**config.mk**
```make
export PLATFORM = sky130hd
export DESIGN_NAME = wsq_player
export DESIGN_NICKNAME = d
export VERILOG_FILES = /design/src/wsq_pkg.sv /design/src/wsq_seq_mem.sv /design/src/wsq_player.sv
export SDC_FILE = /design/constraint.sdc
export NUM_CORES = 1
export LEC_CHECK = 0
export CAP_MARGIN = 20
export CORE_MARGIN = 4
export CORE_UTILIZATION = 40
export DETAILED_ROUTE_END_ITERATION = 12
export DONT_BUFFER_PORTS = 1
export SYNTH_ARGS = -nofsm -noshare
export SYNTH_HDL_FRONTEND = slang
export SYNTH_SLANG_ARGS = --single-unit
export TNS_END_PERCENT = 50
```
**constraint.sdc**
```tcl
create_clock -name sys_clk -period 11.5 [get_ports sys_clk]
set_input_delay 2.3 -clock sys_clk [delete_from_list [all_inputs] [get_ports sys_clk]]
set_output_delay 2.3 -clock sys_clk [all_outputs]
set_load 0.05 [all_outputs]
```
**src/wsq_pkg.sv**
```systemverilog
// Purpose: shared constants, types and register map of the sequence player
// Assumes: one 100 MHz sample clock, synchronous active-low reset
// Notes:   eight waveform segments, up to sixteen sequence entries
package wsq_pkg;

    // ************************************************************
    // timing
    // ************************************************************
    localparam int          WSQ_CLK_NS     = 10;
    localparam int          WSQ_MS_NS      = 1000000;
    localparam int          WSQ_CYC_PER_MS = (WSQ_MS_NS + WSQ_CLK_NS - 1) / WSQ_CLK_NS;
    localparam logic [15:0] WSQ_EXT_DLY_MS = 16'h0064;

    // ************************************************************
    // sizes
    // ************************************************************
    localparam int WSQ_SEG_W = 3;
    localparam int WSQ_ENT_W = 4;
    localparam int WSQ_MEM_W = WSQ_SEG_W + 4;

    // ************************************************************
    // register offsets
    // ************************************************************
    localparam logic [7:0] WSQ_OFS_CTRL   = 8'h00;
    localparam logic [7:0] WSQ_OFS_DLY    = 8'h04;
    localparam logic [7:0] WSQ_OFS_VOL    = 8'h08;
    localparam logic [7:0] WSQ_OFS_CMD    = 8'h0c;
    localparam logic [7:0] WSQ_OFS_ENTRY  = 8'h10;
    localparam logic [7:0] WSQ_OFS_RFIRST = 8'h14;
    localparam logic [7:0] WSQ_OFS_RLAST  = 8'h18;
    localparam logic [7:0] WSQ_OFS_RSKIP  = 8'h1c;
    localparam logic [7:0] WSQ_OFS_SEGLEN = 8'h20;
    localparam logic [7:0] WSQ_OFS_STATUS = 8'h24;

    // ************************************************************
    // field positions
    // ************************************************************
    localparam int WSQ_CTRL_EN    = 0;
    localparam int WSQ_CTRL_MODE  = 1;
    localparam int WSQ_CTRL_SRC   = 3;
    localparam int WSQ_CTRL_POL   = 4;
    localparam int WSQ_CTRL_DLYEN = 5;
    localparam int WSQ_CMD_NEW    = 0;
    localparam int WSQ_CMD_APPEND = 1;
    localparam int WSQ_CMD_SEG    = 4;
    localparam int WSQ_ENT_IDX    = 8;
    localparam int WSQ_SKIP_MASK  = 8;
    localparam int WSQ_LEN_SEG    = 16;

    // ************************************************************
    // reset values
    // ************************************************************
    localparam logic [5:0] WSQ_CTRL_RST = 6'h10;
    localparam logic [3:0] WSQ_MKR_RST  = 4'h3;

    // ************************************************************
    // types
    // ************************************************************
    typedef enum logic [1:0] {
        WSQ_MODE_SINGLE = 2'h0,
        WSQ_MODE_GATED  = 2'h1,
        WSQ_MODE_SEGADV = 2'h2,
        WSQ_MODE_EXT    = 2'h3
    } wsq_mode_t;

    typedef enum logic [1:0] {
        WSQ_ST_IDLE  = 2'h0,
        WSQ_ST_ARM   = 2'h1,
        WSQ_ST_FETCH = 2'h3,
        WSQ_ST_PLAY  = 2'h2
    } wsq_st_t;

    typedef struct packed {
        logic [7:0]  addr;
        logic [31:0] wdata;
        logic        wr;
        logic        rd;
    } wsq_bus_t;

    typedef struct packed {
        logic                 play;
        logic [WSQ_SEG_W-1:0] seg;
        logic [15:0]          point;
        logic [3:0]           ev;
    } wsq_out_t;

endpackage

```
**src/wsq_seq_mem.sv**
```systemverilog
// Purpose: sequence entry store, one segment number and four marker enables each
// Assumes: write mask lets the marker field change without touching the segment
// Notes:   read data registered, one cycle after the address
module wsq_seq_mem #(
    parameter int AW = 4,
    parameter int DW = 7
) (
    // clock and reset
    input  wire logic          sys_clk,
    input  wire logic          rstn,
    // write side
    input  wire logic [1:0]    we,
    input  wire logic [AW-1:0] waddr,
    input  wire logic [DW-1:0] wdata,
    // read side
    input  wire logic [AW-1:0] raddr,
    output logic      [DW-1:0] rdata
);
    typedef struct packed {
        logic [(1<<AW)-1:0][DW-1:0] mem;
        logic [DW-1:0]              rd;
    } wsq_mem_state_t;

    wsq_mem_state_t m_q;
    wsq_mem_state_t m_d;

    always_comb begin
        m_d = m_q;
        // low four bits are the marker lanes, the rest the segment
        if (we[0]) begin
            m_d.mem[waddr][3:0] = wdata[3:0];
        end
        if (we[1]) begin
            m_d.mem[waddr][DW-1:4] = wdata[DW-1:4];
        end
        m_d.rd = m_q.mem[raddr];
    end

    always_ff @(posedge sys_clk) begin
        if (!rstn) begin
            m_q <= '0;
        end else begin
            m_q <= m_d;
        end
    end

    assign rdata = m_q.rd;
endmodule

```
**src/wsq_player.sv**
```systemverilog
// Purpose: waveform sequence player with per-entry markers and triggers
// Assumes: inputs synchronous, segment lengths loaded before playback
// Notes:   one sample per clock while playing
module wsq_player #(
    parameter int CYC_PER_MS = wsq_pkg::WSQ_CYC_PER_MS
) (
    // clock and reset
    input  wire logic       sys_clk,
    input  wire logic       rstn,
    // register port
    input  wsq_pkg::wsq_bus_t bus,
    output logic [31:0]     rdata,
    // trigger inputs
    input  wire logic       trig_key,
    input  wire logic       pattern_trigger_input,
    // playback
    output wsq_pkg::wsq_out_t play_out
);
    import wsq_pkg::*;

    // ************************************************************
    // state
    // ************************************************************
    localparam logic [16:0] MS_LAST = 17'(CYC_PER_MS - 1);
    localparam logic [4:0]  DEPTH   = 5'(1 << WSQ_ENT_W);

    typedef struct packed {
        wsq_st_t                st;
        logic [5:0]             ctrl;
        logic [15:0]            dly_ms;
        logic [7:0]             vol;
        logic [4:0]             seqlen;
        logic                   refused;
        logic [3:0]             last_mkr;
        logic [15:0]            rfirst;
        logic [15:0]            rlast;
        logic [7:0]             skip;
        logic [3:0]             rmask;
        logic [7:0][15:0]       len;
        logic [WSQ_ENT_W-1:0]   entry;
        logic [WSQ_SEG_W-1:0]   cur_seg;
        logic [3:0]             cur_mkr;
        logic [7:0]             sk;
        logic [2:0]             key_s;
        logic [2:0]             ext_s;
        logic                   busy;
        logic [16:0]            ms_cnt;
        logic [15:0]            dly_cnt;
        wsq_out_t               out;
        logic [31:0]            rd;
    } wsq_state_t;

    wsq_state_t           s_q;
    wsq_state_t           s_d;
    logic [1:0]           mem_we;
    logic [WSQ_ENT_W-1:0] mem_waddr;
    logic [WSQ_MEM_W-1:0] mem_wdata;
    logic [WSQ_MEM_W-1:0] mem_rdata;
    logic                 src_edge;
    logic                 gate;
    logic                 fire;
    logic                 app_ok;
    logic [WSQ_ENT_W-1:0] nxt_entry;
    logic                 wrap;

    wire wsq_mode_t mode  = wsq_mode_t'(s_q.ctrl[WSQ_CTRL_MODE +: 2]);
    wire logic      en    = s_q.ctrl[WSQ_CTRL_EN];
    wire logic      dlyen = s_q.ctrl[WSQ_CTRL_DLYEN];

    function automatic logic [15:0] clamp_last(logic [15:0] first, logic [15:0] last);
        clamp_last = (last < first) ? first : last;
    endfunction

    // ************************************************************
    // entry store
    // ************************************************************
    wsq_seq_mem #(
        .AW (WSQ_ENT_W),
        .DW (WSQ_MEM_W)
    ) u_mem (
        .sys_clk (sys_clk),
        .rstn    (rstn),
        .we      (mem_we),
        .waddr   (mem_waddr),
        .wdata   (mem_wdata),
        .raddr   (s_d.entry),
        .rdata   (mem_rdata)
    );

    // ************************************************************
    // next state
    // ************************************************************
    always_comb begin
        logic [15:0]          np;
        logic [15:0]          last_pt;
        logic                 adv;
        logic                 rhit;
        logic [WSQ_SEG_W-1:0] wseg;
        np        = s_q.out.point;
        last_pt   = 16'h0000;
        adv       = 1'b0;
        rhit      = 1'b0;
        wseg      = bus.wdata[WSQ_CMD_SEG +: WSQ_SEG_W];
        s_d       = s_q;
        mem_we    = 2'h0;
        mem_waddr = s_q.seqlen[WSQ_ENT_W-1:0];
        mem_wdata = {wseg, s_q.last_mkr};
        app_ok    = 1'b0;
        fire      = 1'b0;

        // register reads, data stand one cycle later
        s_d.rd = 32'h0000_0000;
        if (bus.rd) begin
            if (bus.addr == WSQ_OFS_CTRL) begin
                s_d.rd = {26'h0, s_q.ctrl};
            end else if (bus.addr == WSQ_OFS_DLY) begin
                s_d.rd = {16'h0, s_q.dly_ms};
            end else if (bus.addr == WSQ_OFS_VOL) begin
                s_d.rd = {24'h0, s_q.vol};
            end else if (bus.addr == WSQ_OFS_ENTRY) begin
                s_d.rd = {28'h0, s_q.last_mkr};
            end else if (bus.addr == WSQ_OFS_RFIRST) begin
                s_d.rd = {16'h0, s_q.rfirst};
            end else if (bus.addr == WSQ_OFS_RLAST) begin
                s_d.rd = {16'h0, s_q.rlast};
            end else if (bus.addr == WSQ_OFS_RSKIP) begin
                s_d.rd = {20'h0, s_q.rmask, s_q.skip};
            end else if (bus.addr == WSQ_OFS_STATUS) begin
                s_d.rd = {13'h0, s_q.cur_seg, 3'h0, s_q.seqlen,
                          s_q.entry, 1'b0, s_q.st == WSQ_ST_ARM,
                          s_q.refused, s_q.out.play};
            end
        end

        // register writes
        if (bus.wr) begin
            if (bus.addr == WSQ_OFS_CTRL) begin
                s_d.ctrl = bus.wdata[5:0];
            end else if (bus.addr == WSQ_OFS_DLY) begin
                s_d.dly_ms = bus.wdata[15:0];
            end else if (bus.addr == WSQ_OFS_VOL) begin
                s_d.vol = bus.wdata[7:0];
            end else if (bus.addr == WSQ_OFS_CMD) begin
                if (bus.wdata[WSQ_CMD_NEW]) begin
                    s_d.seqlen  = 5'h00;
                    s_d.refused = 1'b0;
                end else if (bus.wdata[WSQ_CMD_APPEND]) begin
                    // same segment may land in many entries, each its own
                    if (s_q.vol[wseg] && s_q.seqlen < DEPTH) begin
                        app_ok     = 1'b1;
                        mem_we     = 2'h3;
                        s_d.seqlen = s_q.seqlen + 5'h01;
                    end else begin
                        s_d.refused = 1'b1;
                    end
                end
            end else if (bus.addr == WSQ_OFS_ENTRY) begin
                // only the marker lanes of the one addressed entry change
                if ({1'b0, bus.wdata[WSQ_ENT_IDX +: WSQ_ENT_W]} < s_q.seqlen) begin
                    mem_we    = 2'h1;
                    mem_waddr = bus.wdata[WSQ_ENT_IDX +: WSQ_ENT_W];
                    mem_wdata = {wseg, bus.wdata[3:0]};
                end
                s_d.last_mkr = bus.wdata[3:0];
            end else if (bus.addr == WSQ_OFS_RFIRST) begin
                s_d.rfirst = bus.wdata[15:0];
                s_d.rlast  = clamp_last(bus.wdata[15:0], s_q.rlast);
            end else if (bus.addr == WSQ_OFS_RLAST) begin
                s_d.rlast = clamp_last(s_q.rfirst, bus.wdata[15:0]);
            end else if (bus.addr == WSQ_OFS_RSKIP) begin
                s_d.skip  = bus.wdata[7:0];
                s_d.rmask = bus.wdata[WSQ_SKIP_MASK +: 4];
            end else if (bus.addr == WSQ_OFS_SEGLEN) begin
                s_d.len[bus.wdata[WSQ_LEN_SEG +: WSQ_SEG_W]] = bus.wdata[15:0];
            end
        end

        // triggers: edges seen only past the second stage
        s_d.key_s = {s_q.key_s[1:0], trig_key};
        s_d.ext_s = {s_q.ext_s[1:0], pattern_trigger_input};
        if (s_q.ctrl[WSQ_CTRL_SRC]) begin
            src_edge = s_q.ctrl[WSQ_CTRL_POL] ? (s_q.ext_s[1] & ~s_q.ext_s[2])
                                              : (~s_q.ext_s[1] & s_q.ext_s[2]);
            gate     = s_q.ext_s[1] ~^ s_q.ctrl[WSQ_CTRL_POL];
        end else begin
            src_edge = s_q.key_s[1] & ~s_q.key_s[2];
            gate     = s_q.key_s[1];
        end

        // optional delay, edges during a running delay are dropped
        if (s_q.busy) begin
            if (s_q.ms_cnt == MS_LAST) begin
                s_d.ms_cnt = 17'h00000;
                if (s_q.dly_cnt <= 16'h0001) begin
                    s_d.busy = 1'b0;
                    fire     = 1'b1;
                end else begin
                    s_d.dly_cnt = s_q.dly_cnt - 16'h0001;
                end
            end else begin
                s_d.ms_cnt = s_q.ms_cnt + 17'h00001;
            end
        end else if (src_edge) begin
            if (dlyen && s_q.dly_ms != 16'h0000) begin
                s_d.busy    = 1'b1;
                s_d.dly_cnt = s_q.dly_ms;
                s_d.ms_cnt  = 17'h00000;
            end else begin
                fire = 1'b1;
            end
        end

        // sequencing
        wrap      = ({1'b0, s_q.entry} + 5'h01) >= s_q.seqlen;
        nxt_entry = wrap ? '0 : s_q.entry + 1'b1;
        last_pt   = (s_q.len[s_q.cur_seg] == 16'h0000) ? 16'h0000
                                                       : s_q.len[s_q.cur_seg] - 16'h0001;
        case (s_q.st)
            WSQ_ST_IDLE: begin
                if (en && s_q.seqlen != 5'h00) begin
                    s_d.entry = '0;
                    if (mode == WSQ_MODE_SINGLE || mode == WSQ_MODE_EXT) begin
                        s_d.st = WSQ_ST_ARM;
                    end else begin
                        s_d.st = WSQ_ST_FETCH;
                    end
                end
            end
            WSQ_ST_ARM: begin
                if (fire) begin
                    s_d.entry = '0;
                    s_d.st    = WSQ_ST_FETCH;
                end
            end
            WSQ_ST_FETCH: begin
                s_d.cur_seg = mem_rdata[WSQ_MEM_W-1:4];
                s_d.cur_mkr = mem_rdata[3:0];
                s_d.sk      = 8'h00;
                np          = 16'h0000;
                adv         = 1'b1;
                s_d.st      = WSQ_ST_PLAY;
            end
            WSQ_ST_PLAY: begin
                if (mode == WSQ_MODE_SEGADV && fire) begin
                    s_d.entry = nxt_entry;
                    s_d.st    = WSQ_ST_FETCH;
                end else if (mode != WSQ_MODE_GATED || gate) begin
                    if (s_q.out.point >= last_pt) begin
                        // at a segment's last sample: segment advance replays it, single re-arms after the last entry, others take the next
                        if (mode == WSQ_MODE_SEGADV) begin
                            np  = 16'h0000;
                            adv = 1'b1;
                        end else if (mode == WSQ_MODE_SINGLE && wrap) begin
                            s_d.st = WSQ_ST_ARM;
                        end else begin
                            s_d.entry = nxt_entry;
                            s_d.st    = WSQ_ST_FETCH;
                        end
                    end else begin
                        np  = s_q.out.point + 16'h0001;
                        adv = 1'b1;
                    end
                end
            end
            default: begin
                s_d.st = WSQ_ST_IDLE;
            end
        endcase
        if (!en) begin
            s_d.st   = WSQ_ST_IDLE;
            s_d.busy = 1'b0;
        end

        // range marker: one marked point, then skip points
        if (adv && np >= s_q.rfirst && np <= s_q.rlast) begin
            if (np == s_q.rfirst || s_d.sk == 8'h00) begin
                rhit   = 1'b1;
                s_d.sk = s_q.skip;
            end else begin
                s_d.sk = s_d.sk - 8'h01;
            end
        end

        // outputs registered with the sample they belong to
        s_d.out.play  = adv;
        s_d.out.seg   = s_d.cur_seg;
        s_d.out.point = np;
        for (int m = 0; m < 4; m++) begin
            s_d.out.ev[m] = adv && s_d.cur_mkr[m] &&
                            ((np == 16'h0000 && m < 2) || (rhit && s_q.rmask[m]));
        end
    end

    always_ff @(posedge sys_clk) begin
        if (!rstn) begin
            s_q          <= '0;
            s_q.ctrl     <= WSQ_CTRL_RST;
            s_q.dly_ms   <= WSQ_EXT_DLY_MS;
            s_q.last_mkr <= WSQ_MKR_RST;
        end else begin
            s_q <= s_d;
        end
    end

    assign rdata    = s_q.rd;
    assign play_out = s_q.out;
endmodule

```
Yosys cells after proc, flatten, opt, wreduce, memory -nomap -nowiden. Index checks and enable logic that the tools add are counted.

Bits in registers: 445. Input bits: 46. Output and inout bits: 56.

Add/subtract/negate cells: 8. Order comparisons: 16. Eq/ne operators: 26. Mux-type cells: 107. Bitwise gates (word level): 18. Reductions and logical operators: 57.

Operator list (count): 16-bit 2-to-1 mux (19); 112-bit bitwise mux (2); 112-bit 2-to-1 mux (2); 128-bit bitwise mux (1); 34-bit 2-to-1 mux (3); 4-bit 2-to-1 mux (23); 7-bit demux with 4-bit select (2); 16-bit binary-select mux with 3-bit select (1); 16-bit demux with 3-bit select (1); 8-bit by 5-bit equality test with 1-bit output, second input constant (4); 16-bit greater-or-equal comparator (2); 16-bit zero test (2); 16-bit < comparator (2); 2-bit 2-to-1 mux (16); 16-bit case mux with 2 select lines (1); 16-bit by 1-bit subtractor with 16-bit output, second input constant (2); 7-bit binary-select mux with 4-bit select (1); 1-bit logical AND (21); 7-bit AND reduction (3); 1-bit 2-to-1 mux (20); 6-bit 2-to-1 mux (3); 17-bit by 1-bit adder with 17-bit output, second input constant (1); 17-bit equality test, second input constant (1); 17-bit 2-to-1 mux (1); other kinds (52) (98).

Longest topological paths before layout.
Depth in word-level cells: 16. Gate-level depth with buffers: 34. Gate-level depth less buffers: 30.

Cells and area by module. From an unflattened synthesis, not the netlist that was laid out.

Cell total of the unflattened synthesis: 2801. Area total of the unflattened synthesis: 22993.3 sq um.

By module, submodules not included: wsq_player (instances 1, cells an instance 2181, area each 17321.6 sq um); wsq_seq_mem (instances 1, cells an instance 620, area each 5671.7 sq um).

Worst setup path after synthesis. Ideal clock, no wire load.

Path kind: register -> register. From: reg play_out[20] (netlist name). To: reg s_q[100] in the netlist's numbering. Data arrival time: 7976 ps. Required time: 11405 ps. Path slack: 3428 ps. Cell stages (with the launch flop): 32. Path buffers: 7. Clock period less this slack: 8072 ps. Cells stage by stage: dfxtp_1 -> clkbuf_1 -> buf_1 -> clkbuf_1 -> mux4_2 -> mux2i_1 -> ha_1 -> nand3_1 -> or4_1 -> clkbuf_1 -> clkbuf_1 -> nand3_1 -> ha_1 -> a211oi_1 -> nor2_1 -> nor4_1 -> o21a_1 -> buf_1 -> mux2_1 -> o311ai_0 -> o31ai_1 -> ha_1 -> nand4_1 -> nor2_1 -> nand3_1 -> nor3_1 -> a2111oi_0 -> o221a_2 -> nor3_1 -> clkbuf_1 -> o21ai_0 -> a221oi_1.

RTL lines: end, declared (line wsq_player.sv:53) `wsq_state_t s_q;`.

==> out/metrics.sh <==
TIMING.CRITICAL_PATH.MODE_CELL='nand2_1'
POST_SYNTH_MAIN_AREA_CONTRIBUTORS='dfxtp_1, nand2_1, a21oi_1, ha_1, mux2i_1'
POWER.IR.VDD_WORST_V=0.00008758
POST-CTS-SETUP-BUFFERS=0
FIN_NETS=2790
PLACEMENT.IO_BUFFERS=0
REG2REG_SETUP_SLACK_NS=1.81
TRITONCTS='built'
INTERNAL_POWER_W=0.002439
POWER.DENSITY_mW_PER_MM2=130.3
WORST_EP_ARRIVAL_TIME_NS=10.19
WORST_SETUP_PATH_TYPE='reg2reg'
POWER_SWITCHING_SHARE_PCT=22.21
IOPINCOUNT=102
MAX_STAGE_DELAY_NS=0.87
CTS_NUM_SINKS=432
TRITONCTS.NUM_BUFFERS=47
GRT-OVFL-TOTAL=0
PLACE.DETAILED.HPWL_MM=48.10
CTS_REPAIR_RESIZE_COUNT=0
DRT_PASS1_ITERATIONS=6
HOLD_PATH_CLASS='reg2reg'
SYNTH.MOST_COMMON_CELL='nand2_1'
CLOCK-ROOT-BUFFER='clkbuf_16'
POSTROUTEWIRELENGTH_MM=69.68
DRTANTENNAVIOLNETS=0
TIMING.HOLD.WS_NS=0.4255
CRITICAL_PATH.MAX_FANOUT=19
TIMING.MAX_CAP.VIOLATIONS=0
WORST_CLOCK_SKEW_NS=0.03285
CLOCK_POWER_SHARE_PCT=50.1
VIA_COUNT=19710
FINALWEIGHTEDCONGESTION=0.9335
YS_SEQ_ELEMENTS=432
NETLIST.AREA_LEADER.SHARE_PCT=38.74
FINALSETUPVIOLATIONS=0
INITIAL_CORE_UTIL_PCT=40.44
SYNTH_ENABLE_FLOP_CELLS=0
SYN_INST=2793
SEQPWRFRAC_PCT=47.8
SYNTH_TOP_CELL_BY_AREA='dfxtp_1'
AREA_OF_THE_MULTI_INPUT_GATES_MM2=0.01231
TIGHTESTPINTRANSITION_NS=1.228
TNS_NS=0
TIMING.CRITICAL_PATH.TO='play_out[1]$_SDFF_PN0_'
SLEW_HEADROOM_PCT=17.95
OVERALL_POWER_W=0.003136
SETUP.WORST_PATH.START_CLASS='flop'
FIN_CELLS=3430
CTS_HOLD_BUFFERS=0
R2R_CELLS=26
WL_PER_CELL_UM=20.32
FINAL_HOLD_VIOL_COUNT=0
REQ_TIME_CRIT_PATH_NS=12.00
CORE_AREA_MM2=0.05520
POST_DRT_VIA_CELL_RATIO=5.746
YOSYSWARNINGCOUNT=0
GRT_START_MAX_NET_PINS=119
WORSTSKEWPAIRLATENCY_NS=0.61
LEAK_nW=8.535
SYN_AREA_MM2=0.02232
LAYOUT-DRIVE-GT1-SHARE_PCT=6.863
FIN_UTIL_PCT=43.61
SYN_AREA_PER_CELL_UM2=7.992
GRT_PASS1_WL_MM=108.0
DIE_W_UM=244.2
CP-END-KIND='flop'
GRT_PASS1_VIAS=18900
AREAGROWTHSYNTHTOFINISH_PCT=7.842
UNREPAIRED_SETUP_ENDPOINTS_AFTER_GLOBAL_ROUTING='false'
FINALCRITPERIODSHARE_PCT=84.27
PLACE_INST=3342
CHIPHEIGHT_UM=244.2
RUN_STATUS='completed'
FINALMAXSLEWVIOLATIONS=0
CRIT_PATH_START='play_out[20]$_SDFFE_PN0P_'
FILLER_CELL_COUNT=5390
MOST_USED_FLIP_FLOP_CELL_AFTER_SYNTHESIS='dfxtp_1'
DRT_ITER0_DRC=2019
CRIT-REG2REG-CAPTURE='play_out[1]$_SDFF_PN0_'
CLOCK.FMAX_MHz=103.2
FLOORPLAN.ROWS=86
TOTAL_SWITCHING_POWER_W=0.0006963
CLOCK_TREE.HTREE_LEVEL_COUNT=2
ANTENNA_FOUND_INITIAL=0
CTSLONGESTPATHBUFFERS=3
SYNTHTOPCELLSBYCOUNT='nand2_1, dfxtp_1, a21oi_1'
LAYOUT_MIN_CYCLE_TIME_NS=9.691
WORST_SETUP_HOLD_PATH_CLK_SLEW_NS=0.06
FF_LATCH_AREA_MM2=0.008652
SEQ_AREA_FRAC_SYNTH_PCT=38.74
CP_SLOWEST_CELL='dfxtp_2'
COMBPWRFRAC_PCT=2.1
POST-ROUTE-DRC-COUNT=0
WORST_R2R_STARTPOINT='play_out[20]$_SDFFE_PN0P_'
YS_ASYNC_SR_FRACTION_PCT=0
GRT.TOTAL_USAGE_PCT=22.56
NETLIST-CELL-TYPE-COUNT=86
DIE_AREA_MM2=0.05965
==> worst min path at each step <==
stage / from / to / cells after the start
2_1_floorplan: s_d[91]$_SDFF_PN0_ / s_d[92]$_SDFF_PN0_ / 1
3_3_place_gp: s_d[94]$_SDFF_PN0_ / s_d[95]$_SDFF_PN0_ / 1
3_5_place_dp: s_d[94]$_SDFF_PN0_ / s_d[95]$_SDFF_PN0_ / 1
4_1_cts: u_mem.rdata[5]$_SDFF_PN0_ / play_out[21]$_SDFFE_PN0P_ / 2
5_1_grt: u_mem.rdata[5]$_SDFF_PN0_ / play_out[21]$_SDFFE_PN0P_ / 2
6_report: u_mem.rdata[5]$_SDFF_PN0_ / play_out[21]$_SDFFE_PN0P_ / 2
==> sequential cells by signal, indices dropped and copies added, names as in the netlist <==
signal and count:
mode 2, u_mem.rdata 7, u_mem.m_q 112, rdata 19, play_out 24, dlyen 1
s_q 262, en 1, s_d 4
==> power by group through the flow <==
stage | Combinational, W | Sequential [W] | Clock, W
6_report | 0.0000667 | 0.00150 | 0.00157
4_1_cts | 0.0000664 | 0.00150 | 0.00159
3_5_place_dp | 0.0000660 | 0.00153 | 0
3_3_place_gp | 0.0000641 | 0.00153 | 0
5_1_grt | 0.0000729 | 0.00150 | 0.00165
2_1_floorplan | 0.0000723 | 0.00153 | 0
==> cells by family (layout without fill, tap and decap cells) <==
| family | after synthesis | count (layout) | share of synthesized area, % |
|---|---|---|---|
| adders and majority gates | 100 | 100 | 5.605 |
| muxes | 135 | 135 | 7.976 |
| buffers and inverters | 328 | 204 | 6.569 |
| DFF | 432 | 432 | 38.74 |
| xor gates and xnor gates | 15 | 15 | 0.5885 |
| and+or+nand+nor | 1089 | 1089 | 21.64 |
| AOI/OAI and AO/OA | 693 | 693 | 18.86 |
| other | 1 | 14 | 0.01680 |
==> cell type report <==
type | count | share of cell area, %
Antenna cell | 1 | 0.01040
Tap cell | 748 | 3.888
Timing Repair Buffer | 32 | 1.014
Clock buffer | 62 | 5.499
Multi-Input combinational cell | 2045 | 51.13
Sequential cell | 432 | 35.94
Clock inverter | 24 | 1.149
Inverter | 86 | 1.372
==> layer usage <==
layer	routed length (µm)	track usage, %	up-vias
li1	-	-	9449
met1	29900	29.63	9350
met2	32110	37.12	747
met3	5139	4.002	162
met4	2531	8.591	0
met5	0	0	-
==> placed cells by master (no fill, tap or decap), types with 38 or more instances in the layout <==
cell,Yosys,layout
nor3_1,40,38
a21oi_1,322,321
dfxtp_1,432,429
ha_1,100,100
mux2i_1,98,98
a22oi_1,38,38
inv_1,85,85
clkbuf_16,0,48
nor2_1,155,155
nand2_1,582,582
nand3_1,129,129
o21ai_0,131,130
==> metrics by stage <==
stage | area, µm² | setup slack (ns)
after global placement | 22450 | 1.992
final | 24070 | 1.809
after floorplan | 22370 | 3.428
after detailed placement | 22460 | 1.887
after global routing | 24070 | 1.189
after CTS | 24060 | 1.822
==> worst max-delay path, delay by kind of cell (launching register included) <==
kind,cells,cell delay (ns)
simple gates,14,4.17
flops,1,0.87
fa+ha+maj,2,0.51
compound gates,7,2.46
mux,2,1.08
buf+inv,1,0.49
(Power assumes the default switching activity.)
